--- src/pkg/fpt_pkg.sv ---
// Package for the floating-point set modify/disable tracker.
// Assumes a single core clock domain and a plain register port.
package fpt_pkg;
  localparam int unsigned fpt_addr_w = 4;
  localparam int unsigned fpt_reg_w = 7;
  localparam logic [6:0] fpt_low_first = 7'h02;
  localparam logic [6:0] fpt_high_first = 7'h20;
  // Register offsets (byte addresses).
  localparam logic [3:0] fpt_off_modified = 4'h0;
  localparam logic [3:0] fpt_off_disabled = 4'h4;
  localparam logic [3:0] fpt_off_status = 4'h8;
  localparam logic [3:0] fpt_off_mask = 4'hc;
  // Field positions.
  localparam int unsigned fpt_bit_low = 0;
  localparam int unsigned fpt_bit_high = 1;
  localparam int unsigned fpt_bit_fault = 2;
  // Reset values.
  localparam logic [1:0] fpt_rst_modified = 2'h0;
  localparam logic [1:0] fpt_rst_disabled = 2'h0;
  localparam logic [2:0] fpt_rst_status = 3'h0;
  localparam logic [2:0] fpt_rst_mask = 3'h0;

  typedef struct packed {
    logic valid;
    logic rd;
    logic wr;
    logic [6:0] num;
  } fpt_access_t;

  typedef struct packed {
    logic wr;
    logic rd;
    logic priv;
    logic [3:0] addr;
    logic [31:0] wdata;
  } fpt_bus_t;
endpackage : fpt_pkg

--- src/rtl/fpt_tracker.sv ---
// Tracker of floating-point register set use: modified and disabled flags.
// Assumes accesses and bus come from logic on ref_clk; priv marks kernel privilege.
// Summary of operation
// - Lower and higher FP sets tracked separately.
// - Writes to an enabled set set the matching modified flag.
// - User code reads and clears modified flags.
// - Only privileged code touches disabled flags.
// - Disabled set access raises the fault.
//
// Decided for this implementation: the plain strobed port and the register offsets.
`timescale 1ns/100ps
`default_nettype none
module fpt_tracker
(
  // Clock and reset.
  input wire logic ref_clk,
  input wire logic rst_n,
  // Register access from the execution pipeline.
  input wire fpt_pkg::fpt_access_t acc,
  output logic fault,
  output logic wr_commit,
  // Register port.
  input wire fpt_pkg::fpt_bus_t bus,
  output logic [31:0] rdata,
  // Flags and interrupt.
  output logic fp_low_modified,
  output logic fp_high_modified,
  output logic fp_low_disabled,
  output logic fp_high_disabled,
  output logic irq
);
  import fpt_pkg::*;

  // Two sets are tracked: index 0 is the lower set, index 1 the higher set.
  localparam int unsigned set_count = 2;

  // Access decode.
  logic acc_use;
  logic acc_write;
  logic [1:0] in_set;
  wire [1:0] set_hit;
  wire [1:0] set_write;
  logic hit;
  logic commit;

  // Access result group.
  logic next_fault;
  logic next_wr_commit;

  // Register port decode.
  logic wr_modified;
  logic wr_disabled;
  logic wr_status;
  logic wr_mask;
  logic rd_modified;
  logic rd_disabled;
  logic rd_status;
  logic rd_mask;

  // Flag group.
  logic [1:0] modified;
  logic [1:0] disabled;
  logic [1:0] next_modified;
  logic [1:0] next_disabled;

  // Event group.
  logic [2:0] status;
  logic [2:0] mask;
  logic [2:0] next_status;
  logic [2:0] next_mask;
  logic next_irq;

  // Read group.
  logic [31:0] next_rdata;

  // Accesses come from pipeline logic on this clock, so no synchroniser is needed.
  always_comb
  begin
    acc_use = acc.valid && (acc.rd || acc.wr);
    acc_write = acc.valid && acc.wr;
  end

  // FR0 and FR1 are constants and belong to neither set.
  always_comb
  begin
    in_set[fpt_bit_low] = (acc.num >= fpt_low_first) && (acc.num < fpt_high_first);
    in_set[fpt_bit_high] = acc.num >= fpt_high_first;
  end

  // The same refusal and write logic serves each set.
  genvar s;
  generate
    for (s = 0; s < set_count; s = s + 1)
    begin : g_set
      assign set_hit[s] = acc_use && in_set[s] && disabled[s];
      assign set_write[s] = acc_write && in_set[s] && !disabled[s];
    end
  endgenerate

  // Every access to a disabled set faults, not only the first one; the handler
  // clears the flag once the set is saved, which keeps this logic stateless.
  // A faulting access commits nothing, so neither a register nor a flag changes.
  always_comb
  begin
    hit = |set_hit;
    commit = |set_write;
    next_fault = hit;
    next_wr_commit = commit;
  end

  always_ff @(posedge ref_clk)
  begin
    if (!rst_n)
    begin
      fault <= 1'h0;
      wr_commit <= 1'h0;
    end
    else
    begin
      fault <= next_fault;
      wr_commit <= next_wr_commit;
    end
  end

  // A disabled-flag write without kernel privilege is dropped, not an error.
  // Unmapped offsets ignore writes and read as zero.
  always_comb
  begin
    wr_modified = 1'h0;
    wr_disabled = 1'h0;
    wr_status = 1'h0;
    wr_mask = 1'h0;
    if (bus.wr)
    begin
      case (bus.addr)
        fpt_off_modified:
        begin
          wr_modified = 1'h1;
        end
        fpt_off_disabled:
        begin
          wr_disabled = bus.priv;
        end
        fpt_off_status:
        begin
          wr_status = 1'h1;
        end
        fpt_off_mask:
        begin
          wr_mask = 1'h1;
        end
        default:
        begin
          wr_mask = 1'h0;
        end
      endcase
    end
  end

  // Reads of the disabled flags without kernel privilege return zero.
  always_comb
  begin
    rd_modified = 1'h0;
    rd_disabled = 1'h0;
    rd_status = 1'h0;
    rd_mask = 1'h0;
    if (bus.rd)
    begin
      case (bus.addr)
        fpt_off_modified:
        begin
          rd_modified = 1'h1;
        end
        fpt_off_disabled:
        begin
          rd_disabled = bus.priv;
        end
        fpt_off_status:
        begin
          rd_status = 1'h1;
        end
        fpt_off_mask:
        begin
          rd_mask = 1'h1;
        end
        default:
        begin
          rd_mask = 1'h0;
        end
      endcase
    end
  end

  // User code may set a modified flag as well as clear it.
  // The hardware set is applied last so that it wins over a same-cycle clear.
  always_comb
  begin
    next_modified = modified;
    next_disabled = disabled;
    if (wr_modified)
    begin
      next_modified = bus.wdata[1:0];
    end
    if (wr_disabled)
    begin
      next_disabled = bus.wdata[1:0];
    end
    next_modified = next_modified | set_write;
  end

  always_ff @(posedge ref_clk)
  begin
    if (!rst_n)
    begin
      modified <= fpt_rst_modified;
      disabled <= fpt_rst_disabled;
    end
    else
    begin
      modified <= next_modified;
      disabled <= next_disabled;
    end
  end

  // Status bits are sticky; software clears them by writing ones.
  always_comb
  begin
    next_status = status;
    next_mask = mask;
    if (wr_status)
    begin
      next_status = status & ~bus.wdata[2:0];
    end
    if (wr_mask)
    begin
      next_mask = bus.wdata[2:0];
    end
    next_status[fpt_bit_low] = next_status[fpt_bit_low] | set_write[fpt_bit_low];
    next_status[fpt_bit_high] = next_status[fpt_bit_high] | set_write[fpt_bit_high];
    next_status[fpt_bit_fault] = next_status[fpt_bit_fault] | hit;
    next_irq = |(next_status & next_mask);
  end

  // The interrupt is registered from the next status so it rises with the bit.
  always_ff @(posedge ref_clk)
  begin
    if (!rst_n)
    begin
      status <= fpt_rst_status;
      mask <= fpt_rst_mask;
      irq <= 1'h0;
    end
    else
    begin
      status <= next_status;
      mask <= next_mask;
      irq <= next_irq;
    end
  end

  // Read data stands for the one cycle after the read strobe and is zero otherwise.
  always_comb
  begin
    next_rdata = 32'h0;
    if (rd_modified)
    begin
      next_rdata = {30'h0, modified};
    end
    if (rd_disabled)
    begin
      next_rdata = {30'h0, disabled};
    end
    if (rd_status)
    begin
      next_rdata = {29'h0, status};
    end
    if (rd_mask)
    begin
      next_rdata = {29'h0, mask};
    end
  end

  always_ff @(posedge ref_clk)
  begin
    if (!rst_n)
    begin
      rdata <= 32'h0;
    end
    else
    begin
      rdata <= next_rdata;
    end
  end

  // Flag outputs are the flip-flops themselves.
  always_comb
  begin
    fp_low_modified = modified[fpt_bit_low];
    fp_high_modified = modified[fpt_bit_high];
    fp_low_disabled = disabled[fpt_bit_low];
    fp_high_disabled = disabled[fpt_bit_high];
  end
endmodule : fpt_tracker
`default_nettype wire

--- config.mk ---
export PLATFORM = sky130hd
export DESIGN_NAME = fpt_tracker
export DESIGN_NICKNAME = d
export VERILOG_FILES = /design/src/pkg/fpt_pkg.sv /design/src/rtl/fpt_tracker.sv
export SDC_FILE = /design/constraint.sdc
export NUM_CORES = 1
export LEC_CHECK = 0
export ABC_AREA = 1
export BUFFER_PORTS_ARGS = -buffer_cell sky130_fd_sc_hd__buf_2
export CORE_UTILIZATION = 40
export CTS_CLUSTER_DIAMETER = 150
export DETAILED_ROUTE_END_ITERATION = 12
export HOLD_SLACK_MARGIN = 0.15
export MAX_ROUTING_LAYER = met4
export PLACE_DENSITY = 0.89
export SLEW_MARGIN = 20
export SYNTH_ARGS = -nofsm -noshare
export SYNTH_HDL_FRONTEND = slang
export SYNTH_SLANG_ARGS = --single-unit
--- constraint.sdc ---
create_clock -name ref_clk -period 2.91 [get_ports ref_clk]
set_input_delay 0.7275 -clock ref_clk [delete_from_list [all_inputs] [get_ports ref_clk]]
set_output_delay 0.7275 -clock ref_clk [all_outputs]
set_load 0.02 [all_outputs]
## Word-level counts from Yosys, hierarchy flattened

Cells that the tools add are included.

- $lt $le $gt $ge: 3
- Equality and inequality tests: 3
- Multiplexer cells: 19
- Bitwise gates (word level): 8
- Reductions and logical operators: 19

Operator list:

| cell | number |
|---|---|
| $mux 3 | 5 |
| $mux 1 | 12 |
| $logic_and 1x1->1 | 11 |
| $eq 4x4->1 const B | 2 |
| $ge 7x2->1 const B | 1 |
| $ge 7x6->1 const B | 1 |
| $lt 7x6->1 const B | 1 |
| $and 3x3->3 | 2 |
| $eq 4x3->1 const B | 1 |
| $logic_not 4->1 | 1 |
| $mux 2 | 2 |
| $reduce_or 2->1 | 2 |
| $reduce_or 4->1 | 1 |
| $not 3->3 | 1 |
| $or 1x1->1 | 3 |
| $reduce_or 3->1 | 1 |
| $logic_not 1->1 | 2 |
| $or 2x2->2 | 1 |
| $logic_or 1x1->1 | 1 |
| $not 1->1 | 1 |

- Flip-flop bits (word level): 45
- Input port bits: 51
- Word-level logic and storage cells: 61

## Logic depth before layout (Yosys ltp)

Gate-level depths: netlist of run 1.

- Depth after elaboration: 8
- Depth in mapped cells: 10
- Mapped depth without buffers: 10

## Worst setup path after synthesis of run 1

No wires, ideal clock.

- Kind: in2reg
- Start: input port bus[33] in the netlist's numbering
- End: register modified[1]
- Setup time: 0.113 ns
- Arrival time: 1.388 ns
- Path slack: 1.408 ns
- Stages on the path: 7
- Path buffers: 1
- Cell sequence: nor2_2 -> buf_6 -> nand4_1 -> nand2_1 -> nand2_1 -> o21ai_1 -> inv_1

- Cells in the longest elaborated chain, start to end: 5

Ends and longest elaborated chain:

| item | RTL line | text |
|---|---|---|
| start, declared | fpt_tracker.sv:23 | `input wire fpt_pkg::fpt_bus_t bus,` |
| $logic_not 4->1 | fpt_tracker.sv:135 | `case (bus.addr)` |
| $mux 1 | fpt_tracker.sv:135 |  |
| $mux 1 | fpt_tracker.sv:133 | `if (bus.wr)` |
| $mux 2 | fpt_tracker.sv:200 | `if (wr_modified)` |
| $or 2x2->2 | fpt_tracker.sv:208 | `next_modified = next_modified \| set_write;` |
| end signal, assigned | fpt_tracker.sv:215 | `modified <= fpt_rst_modified;` |
| end signal, assigned | fpt_tracker.sv:220 | `modified <= next_modified;` |
| end, declared | fpt_tracker.sv:61 | `logic [1:0] modified;` |

No other way between the ends.
A chain may end at the register's enable or synchronous reset.

## Worst setup path in the final report of run 1

- Start: input port bus[33] in the netlist's numbering
- End: register irq

- Cells in the longest elaborated chain, start to end: 7
- Elaborated cells between the ends (all ways): 13
- Those cells by class: eq/ne (2); mux (6); bitwise (4); reduce/logical (1)

Ends and longest elaborated chain:

| item | RTL line | text |
|---|---|---|
| $eq 4x4->1 | fpt_tracker.sv:135 |  |
| $mux 1 | fpt_tracker.sv:135 |  |
| $mux 1 | fpt_tracker.sv:133 |  |
| $mux 3 | fpt_tracker.sv:230 | `if (wr_status)` |
| $or 1x1->1, on equally long branches | fpt_tracker.sv:238, fpt_tracker.sv:239, fpt_tracker.sv:240 |  |
| $and 3x3->3 (*) | fpt_tracker.sv:241 | `next_irq = \|(next_status & next_mask);` |
| $reduce_or 3->1 (*) | fpt_tracker.sv:241 |  |
| end signal, assigned | fpt_tracker.sv:257 | `irq <= next_irq;` |
| end, declared | fpt_tracker.sv:30 | `output logic irq` |

Mark *: on every way between the ends. The rest lies on a longest branch, timed or not.

==> flow_summary_export.csv, run 1 <==
group,metric,value,unit
place,dpl.hpwl,1450,microns
power_and_ir_drop,combPwrFrac,21.3,%
detailed_routing,viasPerCell,4.42,
critical_path,slowest_stage,"nor2_2",
detailed_routing,drcViolationCount,0,
run,maxCapViolCount,0,
place,dp.cells,202,
critical_path,worst_setup_path_end_kind,"flip-flop",
floorplan,rows,17,
critical_path,crit_arrival,1920,ps
place,place.gp.congestion,0.849,
critical_path,path_depth,9,
critical_path,crit_type,"in -> reg",
critical_path,start_kind,"input port",
global_route,grt_pass1_vias,740,
critical_path,rr_worst_depth,7,
cts,cts_tree,"built",
cts,ctsLongestPathBuffers,2,
critical_path,path_cells,"buf_2 -> nor2_2 -> nand3_2 -> nor2_1 -> nor2_1 -> nand2_1 -> nand3_1 -> nand2_1 -> inv_1",
final_layout,regArea,320,sq um
floorplan,dieArea,2730,sq um
floorplan,boundaryPins,90,
final_layout,utilization,47.7,%
place,pre_cts_ws,904,ps
sta,finalWorstSetupSlack,1190,ps
sta,finalCriticalPeriod,1720,ps
power_and_ir_drop,p_total,433,uW
power_and_ir_drop,pwr-share-seq,52.7,%
floorplan,start_util,44.0,%
final_layout,nNetsFinal,230,
detailed_routing,wl_per_cell,9.13,microns
sta,hold_ws,465,ps
floorplan,dieHeight,52.3,microns
critical_path,critical_path_buf_inv_count,2,
sta,fin_crit_sh,59.3,%
sta,finalClockSkew,3.99,ps
sta,max_freq,0.580,GHz
cts,cts_setup_buffers,0,
global_route,grt_util_all_layers,14.9,%
global_route,grt_max_degree,12,
sta,rsz0062_at_grt,"no",
status,status,"finished, final reports clean",
min_path,hold_path_class,"reg -> reg",
sta,final_max_slew_viol_count,0,
floorplan,coreArea,2300,sq um
sta,setup_viol,0,
power_and_ir_drop,power.internal,295,uW
final_layout,multi_input_comb_area,492,sq um
sta,hold_violations,0,
global_route,grt-ovfl-total,0,
logic_synthesis,yosysUniqueCellTypes,23,
power_and_ir_drop,powerDensity,396,nW/um^2
logic_synthesis,syn_inst,146,
cts,cts-resized-gates,0,
cts,clkSinkCount,16,
cts,clk_pin_slew,80,ps
critical_path,cp_top_family,"simple AND/OR/NAND/NOR gates",
cts,hold_buffers,0,
cts,cts-root-buf,"clkbuf_4",
detailed_routing,drtIter0Drc,20,
power_and_ir_drop,power.leakage,0.608,nW
logic_synthesis,synth_warnings,0,
final_layout,area_delta_synth_final,8.29,%
floorplan,fp.dieW,52.3,microns
logic_synthesis,syn_area_per_cell,6.92,sq um
place,portBuffers,30,
final_layout,fin_area,1090,sq um
final_layout,fillCellCount,242,
power_and_ir_drop,p_sw,138,uW
power_and_ir_drop,pwr-share-clk,26.0,%
sta,tns,0,ps
final_layout,antenna_cells,0,
logic_synthesis,ys_seq_area_share,31.7,%
power_and_ir_drop,ir_drop,0.188,mV
detailed_routing,wirelength,1870,microns
power_and_ir_drop,netSwitchingFraction,31.8,%
cts,clk_latency,290,ps
logic_synthesis,synth_area,1010,sq um
cts,numCtsBuffers,3,
final_layout,drive_gt1_share,22.6,%
global_route,grt_pass1_wl,2950,microns
detailed_routing,via_count,906,
min_path,holdPathStages,2,
detailed_routing,drt_pre_antenna_iters,4,
global_route,antenna_found_initial,0,
critical_path,cp_max_fo,11,
critical_path,cp.required,3100,ps
logic_synthesis,ys_ff_latch,16,
cts,htree_levels,1,
final_layout,instances_no_fill,205,
critical_path,critPathMaxStageDelay,390,ps
place,placed_cell_area,1070,sq um
detailed_routing,ant_nets,0,
-- worst min-delay path: cells and delay by family, from the launching register on --
family             cells  cell delay (ps)
AOI/OAI and AO/OA      1               50
DFF                    1              310
and+or+nand+nor        1               60
-- path summary, 6_finish.rpt --
kind,startpoint,endpoint,slack [ps]
min,mask[2],rdata[2],460
max,bus[33],irq,1190
max reg2reg,disabled[0],irq,1740
min reg2reg,mask[2],rdata[2],460
-- cell usage after synthesis, drive strengths merged --
cell type	n	share of area, %
buf	30	23
nand2	29	11
inv	18	6.7
dfxtp	16	32
nor2	15	6.8
a21oi	8	4.0
nand4	7	4.3
o21ai	6	3.0
nand3	5	3.0
nor3	3	1.5
o211ai	3	2.2
clkinv	2	0.74
and2	1	0.62
and3	1	0.62
conb	1	0.37
o2111ai	1	0.87
-- sequential cells by signal (all words and copies together) (netlist names) --
name       cells
mask           3
modified       2
rdata          3
disabled       2
wr_commit      1
irq            1
status         3
fault          1
-- kinds of logic (layout without fill, tap and decap cells) --
family | count (synthesis) | count (layout) | synth area share [%]
other cells | 1 | 29 | 0.371
simple gates | 61 | 61 | 27.8
flops | 16 | 16 | 31.7
buf+inv | 50 | 53 | 30.1
compound gates | 18 | 18 | 10.0
-- metal layers --
metal  track usage, %  routed length, microns
met5                -                       0
met4             7.89                      45
met3            0.870                     115
met2             25.0                     874
met1             17.8                     836
-- layout by cell type, fill, tap and decap left out, types with 2 or more instances in the layout --
cell,Yosys,final
nand4_1,7,7
inv_2,2,2
nor3_1,3,3
nand2_1,28,28
nor2_2,2,2
buf_2,0,30
conb_1,1,29
o211ai_1,3,3
o21ai_1,5,5
clkbuf_4,0,3
dfxtp_1,16,16
clkinv_1,2,2
nand3_1,4,4
inv_1,16,16
a21oi_1,8,8
nor2_1,12,12
-- layout make-up --
| type | instances | area share [%] |
|---|---|---|
| Tap cell | 28 | 3.20 |
| Clock buffer | 3 | 2.06 |
| Multi-Input combinational cell | 108 | 44.9 |
| Sequential cell | 16 | 29.3 |
| Inverter | 20 | 6.86 |
| Timing Repair Buffer | 30 | 13.7 |
-- power by group through the flow --
stage | Clock (mW) | Combinational [mW] | Sequential, mW
floorplan | 0 | 0.0911 | 0.237
global placement | 0 | 0.0903 | 0.233
detailed placement | 0 | 0.0916 | 0.233
CTS | 0.117 | 0.0919 | 0.228
global route | 0.127 | 0.103 | 0.229
finish | 0.113 | 0.0924 | 0.228
(Power assumes the default switching activity.)
==> run 2: changes to the inputs <==
--- a/config.mk
+++ b/config.mk
@@ -5,14 +5,14 @@
 export SDC_FILE = /design/constraint.sdc
 export NUM_CORES = 1
 export LEC_CHECK = 0
-export ABC_AREA = 1
+export ABC_AREA = 0
 export BUFFER_PORTS_ARGS = -buffer_cell sky130_fd_sc_hd__buf_2
-export CORE_UTILIZATION = 40
+export CORE_UTILIZATION = 32
 export CTS_CLUSTER_DIAMETER = 150
 export DETAILED_ROUTE_END_ITERATION = 12
 export HOLD_SLACK_MARGIN = 0.15
 export MAX_ROUTING_LAYER = met4
-export PLACE_DENSITY = 0.89
+export PLACE_DENSITY = 0.79
 export SLEW_MARGIN = 20
 export SYNTH_ARGS = -nofsm -noshare
 export SYNTH_HDL_FRONTEND = slang
==> constraint.sdc (replaced) <==
create_clock -name ref_clk -period 1.4 [get_ports ref_clk]
set_input_delay 0.35 -clock ref_clk [delete_from_list [all_inputs] [get_ports ref_clk]]
set_output_delay 0.35 -clock ref_clk [all_outputs]
set_load 0.02 [all_outputs]
==> run 2 against run 1 <==
  * Non-clock buffer count rose by 20
  * Cell count fell by 6.8%
  * Sequential power rose by 110%
  * Setup slack lost 1200 ps
  * First-iteration DRC count is 85% higher
  * Power rose by 130%
  * Global-route usage shrank 0.95 points
  * Wire length is 9.3% higher
  * Core utilization fell by 3.7 points
  * Count of clock-buffer cells in the layout increased by 1
  * Synthesized cell count decreased by 25%
  * Critical endpoint unchanged
  * Largest cell class unchanged
==> flow_summary_export.csv, run 2 <==
group,metric,value,unit
logic_synthesis,ys_seq_area_share,33.8,%
logic_synthesis,syn_area_per_cell,8.61,sq um
detailed_routing,via_count,863,
logic_synthesis,synthAdderAreaFrac,0,%
critical_path,critPathLaunch,"bus[33]",
critical_path,endpoint,"irq",
logic_synthesis,synth_warnings,0,
power_and_ir_drop,p_total,1.00,mW
detailed_routing,wl_per_cell,10.7,microns
final_layout,drive_gt1_share,36.9,%
logic_synthesis,muxShareOfSynthArea,7.40,%
logic_synthesis,ys_top_cells_by_area,"dfxtp_1 (34%), buf_4 (23%), mux2i_1 (7.4%)",
critical_path,crit-reg2reg-launch,"disabled[0]",
logic_synthesis,yosysTopAreaCell,"dfxtp_1",
global_route,grt_pass1_vias,808,
logic_synthesis,syn_inst,110,
critical_path,cp_max_fo,4,
floorplan,boundaryPins,90,
sta,final_max_slew_viol_count,0,
logic_synthesis,synth-compound-area-share,17.8,%
final_layout,instances_no_fill,191,
critical_path,rr_worst_depth,4,
final_layout,mostFrequentLayoutCell,"conb_1",
min_path,hold_start,"rst_n",
cts,clk_pin_slew,90,ps
global_route,grt_pass1_wl,3390,microns
floorplan,rows,19,
cts,numCtsBuffers,3,
place,dp.cells,183,
cts,htree_levels,1,
min_path,holdPathStages,2,
final_layout,final_cell_mix,"conb_1 (29), buf_2 (28), buf_4 (20)",
sta,finalWorstSetupSlack,3.88,ps
critical_path,crit_arrival,1580,ps
floorplan,dieHeight,56.4,microns
status,status,"finished, final reports clean",
final_layout,fin_area,1220,sq um
global_route,grt_max_degree,13,
place,dpl.hpwl,1610,microns
sta,setup_viol,0,
logic_synthesis,yosysTopAreaCellShare,33.8,%
place,placed_cell_area,1140,sq um
cts,clk_latency,290,ps
critical_path,reg2reg_to,"irq",
sta,rsz0062_at_grt,"yes",
sta,finalClockSkew,3.37,ps
power_and_ir_drop,powerDensity,818,nW/um^2
sta,max_freq,0.716,GHz
power_and_ir_drop,power.leakage,0.599,nW
place,portBuffers,30,
global_route,antenna_found_initial,0,
logic_synthesis,ys_async_sr_fraction,0,%
global_route,grt_util_all_layers,13.9,%
sta,finalCriticalPeriod,1400,ps
detailed_routing,viasPerCell,4.52,
cts,hold_buffers,0,
place,place.gp.congestion,0.836,
final_layout,antenna_cells,0,
critical_path,worst_setup_path_end_kind,"flip-flop",
critical_path,cp.required,1580,ps
detailed_routing,ant_nets,0,
global_route,grt-ovfl-total,0,
cts,cts_tree,"built",
floorplan,start_util,34.1,%
logic_synthesis,yosysMostFrequentCell,"buf_4",
floorplan,dieArea,3180,sq um
detailed_routing,wirelength,2050,microns
logic_synthesis,ys_ff_latch,16,
logic_synthesis,yosys.area_share.simple,15.6,%
sta,fin_crit_sh,99.7,%
final_layout,utilization,43.9,%
run,maxCapViolCount,0,
floorplan,fp.dieW,56.4,microns
final_layout,reg.largest.list,"mask: 3 flops, rdata: 3 flops, status: 3 flops",
power_and_ir_drop,ir_drop,0.459,mV
cts,cts-root-buf,"clkbuf_4",
cts,clkSinkCount,16,
logic_synthesis,yosysUniqueCellTypes,27,
logic_synthesis,synth_commonest_cells,"buf_4 (29), dfxtp_1 (16), a21oi_1 (9)",
logic_synthesis,synth_area,947,sq um
critical_path,crit_type,"in -> reg",
logic_synthesis,dominantRegCellSynth,"dfxtp_1",
min_path,hold_path_class,"in -> reg",
detailed_routing,drcViolationCount,0,
final_layout,area_delta_synth_final,29.1,%
critical_path,start_kind,"input port",
cts,ctsLongestPathBuffers,2,
detailed_routing,drtIter0Drc,37,
critical_path,reg2reg_slack,130,ps
floorplan,coreArea,2780,sq um
final_layout,fillCellCount,267,
final_layout,nNetsFinal,212,
logic_synthesis,synth-xor-area-share,0,%
sta,hold_violations,0,
logic_synthesis,synth_top_family_by_area,"buffers and inverters",
logic_synthesis,synth-edff-count,0,
place,pre_cts_ws,-329,ps
detailed_routing,drt_pre_antenna_iters,4,
[run 2: cell types whose count changed after synthesis, sizes merged, moves of 3 or more]
cell / before / now
nand2: 29 / 3
mux2i: 0 / 7
a22oi: 0 / 3
a211oi: 0 / 4
clkbuf: 0 / 3
inv: 18 / 2
o211ai: 3 / 0
nand4: 7 / 1
nor2: 15 / 6
[run 2: worst min-delay path by stage]
| stage | endpoint | slack [ps] |
|---|---|---|
| 2_1_floorplan | status[1] | 450 |
| 3_3_place_gp | status[2] | 480 |
| 3_5_place_dp | status[2] | 480 |
| 4_1_cts | irq | 330 |
| 5_1_grt | irq | 330 |
| 6_report | irq | 330 |
[run 2: repair_timing]
action / 4_1_cts / 5_1_grt
endpoints found under the setup margin: 1 / 1
pin swaps: 6 / 6
gates resized for setup: 2 / 1
buffers inserted: 4 / 0
[run 2: stage by stage]
| stage | TNS [ps] | hold slack (ps) |
|---|---|---|
| 2_1_floorplan | -272 | 455 |
| 3_3_place_gp | -1230 | 476 |
| 3_5_place_dp | -1270 | 485 |
| 4_1_cts | 0 | 329 |
| 5_1_grt | -25.1 | 327 |
| 6_report | 0 | 328 |
[run 2: layer usage]
layer	up-vias	wire length [microns]	track usage (%)
li1	436	-	-
met1	389	858	15.4
met2	36	1070	25.2
met3	2	93	1.38
met4	0	26	6.27
met5	-	0	-
[run 2: final cells by class]
| cell class | instances | area [sq um] | area share, % |
|---|---|---|---|
| flip-flops and latches | 16 | 320 | 26.2 |
| repair buffers | 50 | 313 | 25.6 |
| well taps | 31 | 38.8 | 3.17 |
| inverters | 2 | 7.51 | 0.614 |
| clock buffers | 4 | 36.3 | 2.97 |
| multi-input cells | 88 | 507 | 41.5 |
[run 2: cell families after synthesis]
kind of cell           count (synthesis)
AO/OA/AOI/OAI                         27
flip-flops                            16
buffers and inverters                 34
other                                  1
multiplexers                           7
AND/OR/NAND/NOR                       25
[run 2: power by group]
group	switching (mW)	internal [mW]
clock network	0.146	0.158
logic	0.143	0.0797
registers	0.00683	0.467
total	0.295	0.705
[run 2: worst max-delay path, stage by stage]
cell	delay (ps)
buf_6	90
or4b_4	580
o21ai_2	160
a22oi_1	100
o31a_1	300
==> run 3: changes to the inputs <==
--- a/config.mk
+++ b/config.mk
@@ -5,9 +5,9 @@
 export SDC_FILE = /design/constraint.sdc
 export NUM_CORES = 1
 export LEC_CHECK = 0
-export ABC_AREA = 0
+export ABC_AREA = 1
 export BUFFER_PORTS_ARGS = -buffer_cell sky130_fd_sc_hd__buf_2
-export CORE_UTILIZATION = 32
+export CORE_UTILIZATION = 33
 export CTS_CLUSTER_DIAMETER = 150
 export DETAILED_ROUTE_END_ITERATION = 12
 export HOLD_SLACK_MARGIN = 0.15
==> run 3 against run 2 <==
  * The flow now finishes with violations (DRC)
  * Largest cell class unchanged
  * Sequential power about the same
  * Critical endpoint is now fp_low_disabled
  * Cell count up 13%
  * Critical path type is now reg -> out
  * Die area up 3.4%
  * Clock skew down 2.5 ps
==> flow_summary_export.csv, run 3 (synthesized netlist as in run 1, its figures left out) <==
group,metric,value,unit
detailed_routing,drt_pre_antenna_iters,9,
sta,final_max_slew_viol_count,0,
detailed_routing,drcViolationCount,5,
cts,cts_setup_buffers,0,
cts,clk_pin_slew,100,ps
cts,hold_buffers,0,
detailed_routing,dr.max_layer_used,"met4",
floorplan,coreArea,2830,sq um
place,dp.cells,211,
sta,hold_violations,0,
cts,clk_latency,280,ps
floorplan,boundaryPins,90,
floorplan,dieArea,3290,sq um
sta,finalClockSkew,0.840,ps
critical_path,critPathMaxStageDelay,420,ps
power_and_ir_drop,p_sw,302,uW
sta,fin_crit_sh,89.5,%
detailed_routing,drtIter0Drc,53,
power_and_ir_drop,combPwrFrac,20.5,%
power_and_ir_drop,powerDensity,849,nW/um^2
floorplan,rows,19,
critical_path,cp_max_fo,5,
final_layout,antenna_cells,0,
cts,ctsLongestPathBuffers,2,
detailed_routing,wl_met3,110,microns
place,pre_cts_ws,-37.2,ps
power_and_ir_drop,pwr-share-seq,48.4,%
global_route,grt_pass1_wl,3260,microns
power_and_ir_drop,netSwitchingFraction,30.7,%
final_layout,instances_no_fill,215,
detailed_routing,ant_nets,0,
detailed_routing,wl_met2,900,microns
final_layout,fillCellCount,290,
critical_path,cp.required,1050,ps
global_route,grt_max_degree,11,
cts,numCtsBuffers,3,
power_and_ir_drop,p_total,982,uW
detailed_routing,wl_met1,908,microns
cts,cts-resized-gates,0,
power_and_ir_drop,pwr-share-clk,31.2,%
global_route,grt-ovfl-total,0,
power_and_ir_drop,power.leakage,0.646,nW
final_layout,drive_gt1_share,25.5,%
status,status,"finished with violations",
floorplan,dieHeight,57.4,microns
sta,max_freq,0.798,GHz
cts,cts_tree,"built",
final_layout,reg.largest.list,"mask: 3 flops, rdata: 3 flops, status: 3 flops",
status,violations,"DRC",
power_and_ir_drop,power.internal,680,uW
detailed_routing,via_count,914,
place,placed_cell_area,1120,sq um
critical_path,crit_type,"reg -> out",
cts,cts-root-buf,"clkbuf_4",
detailed_routing,wirelength,1940,microns
place,place.gp.congestion,0.796,
final_layout,utilization,40.9,%
global_route,grt_util_all_layers,13.1,%
detailed_routing,wl_per_cell,9.03,microns
global_route,antenna_found_initial,0,
final_layout,final_cell_mix,"buf_2 (30), conb_1 (29), nand2_1 (28)",
critical_path,worst_setup_path_end_kind,"output port",
floorplan,fp.dieW,57.4,microns
final_layout,area_delta_synth_final,14.5,%
final_layout,mostFrequentLayoutCell,"buf_2",
critical_path,slowest_stage,"dfxtp_1",
min_path,hold_path_class,"in -> reg",
sta,rsz0062_at_grt,"no",
global_route,grt_pass1_vias,759,
place,portBuffers,30,
sta,finalWorstSetupSlack,147,ps
critical_path,path_cells,"buf_2",
sta,setup_viol,0,
critical_path,critical_path_buf_inv_count,1,
sta,finalCriticalPeriod,1250,ps
floorplan,start_util,35.7,%
detailed_routing,viasPerCell,4.25,
final_layout,nNetsFinal,236,
critical_path,cp_top_family,"flip-flops",
critical_path,crit_arrival,900,ps
final_layout,fin_area,1160,sq um
power_and_ir_drop,ir_drop,0.210,mV
run,maxCapViolCount,0,
critical_path,reg2reg_slack,260,ps
critical_path,start_kind,"flip-flop",
cts,clkSinkCount,16,
place,dpl.hpwl,1540,microns
cts,htree_levels,1,
## run 3: changes by cell type in the layout (fill, tap and decap cells not counted), sizes merged, moves of 3 or more
cell	previous run	this run
nand4	1	7
nor2	6	15
nand2	3	29
inv	2	18
buf	50	36
mux2i	7	0
a22oi	3	0
a211oi	4	0
o211ai	0	3
## run 3: worst paths after layout
| kind | start | to | depth (start not counted) |
|---|---|---|---|
| worst max register to register | disabled[0] | irq | 7 |
| worst min-delay path | rst_n | modified[0] | 3 |
| worst min register to register | mask[2] | rdata[2] | 2 |
| worst max-delay path | disabled[0] | fp_low_disabled | 1 |
## run 3: power groups by stage
stage | sequential (mW) | clock (mW) | combinational (mW)
after floorplan | 0.493 | 0 | 0.189
after global placement | 0.485 | 0 | 0.199
after detailed placement | 0.485 | 0 | 0.200
after CTS | 0.475 | 0.317 | 0.201
after global routing | 0.477 | 0.343 | 0.223
final | 0.475 | 0.306 | 0.201
## run 3: metal layers
layer  GRT usage [%]  vias to the layer above
li1                -                      484
met1            17.7                      389
met2            20.1                       39
met3           0.680                        2
met4            6.27                        0
met5               -                        -
## run 3: through the flow
step / hold slack (ps) / setup TNS (ps)
after floorplan: 439 / 0
after global placement: 456 / -8.35
after detailed placement: 460 / -37.2
after CTS: 335 / 0
after global routing: 352 / 0
final: 339 / 0
## run 3: worst reg2reg max path: cells and delay by family (launching register included)
| family | cells | cell delay [ps] |
|---|---|---|
| AND/OR/NAND/NOR | 6 | 690 |
| flip-flops | 1 | 370 |
| buffers and inverters | 1 | 50 |
## run 3: layout make-up
| class | count | area, sq um | area share (%) |
|---|---|---|---|
| inverter | 20 | 75.1 | 6.49 |
| timing repair buffer | 36 | 195 | 16.9 |
| sequential | 16 | 320 | 27.7 |
| tap | 31 | 38.8 | 3.35 |
| multi-input combinational | 108 | 492 | 42.5 |
| clock buffer | 4 | 36.3 | 3.14 |
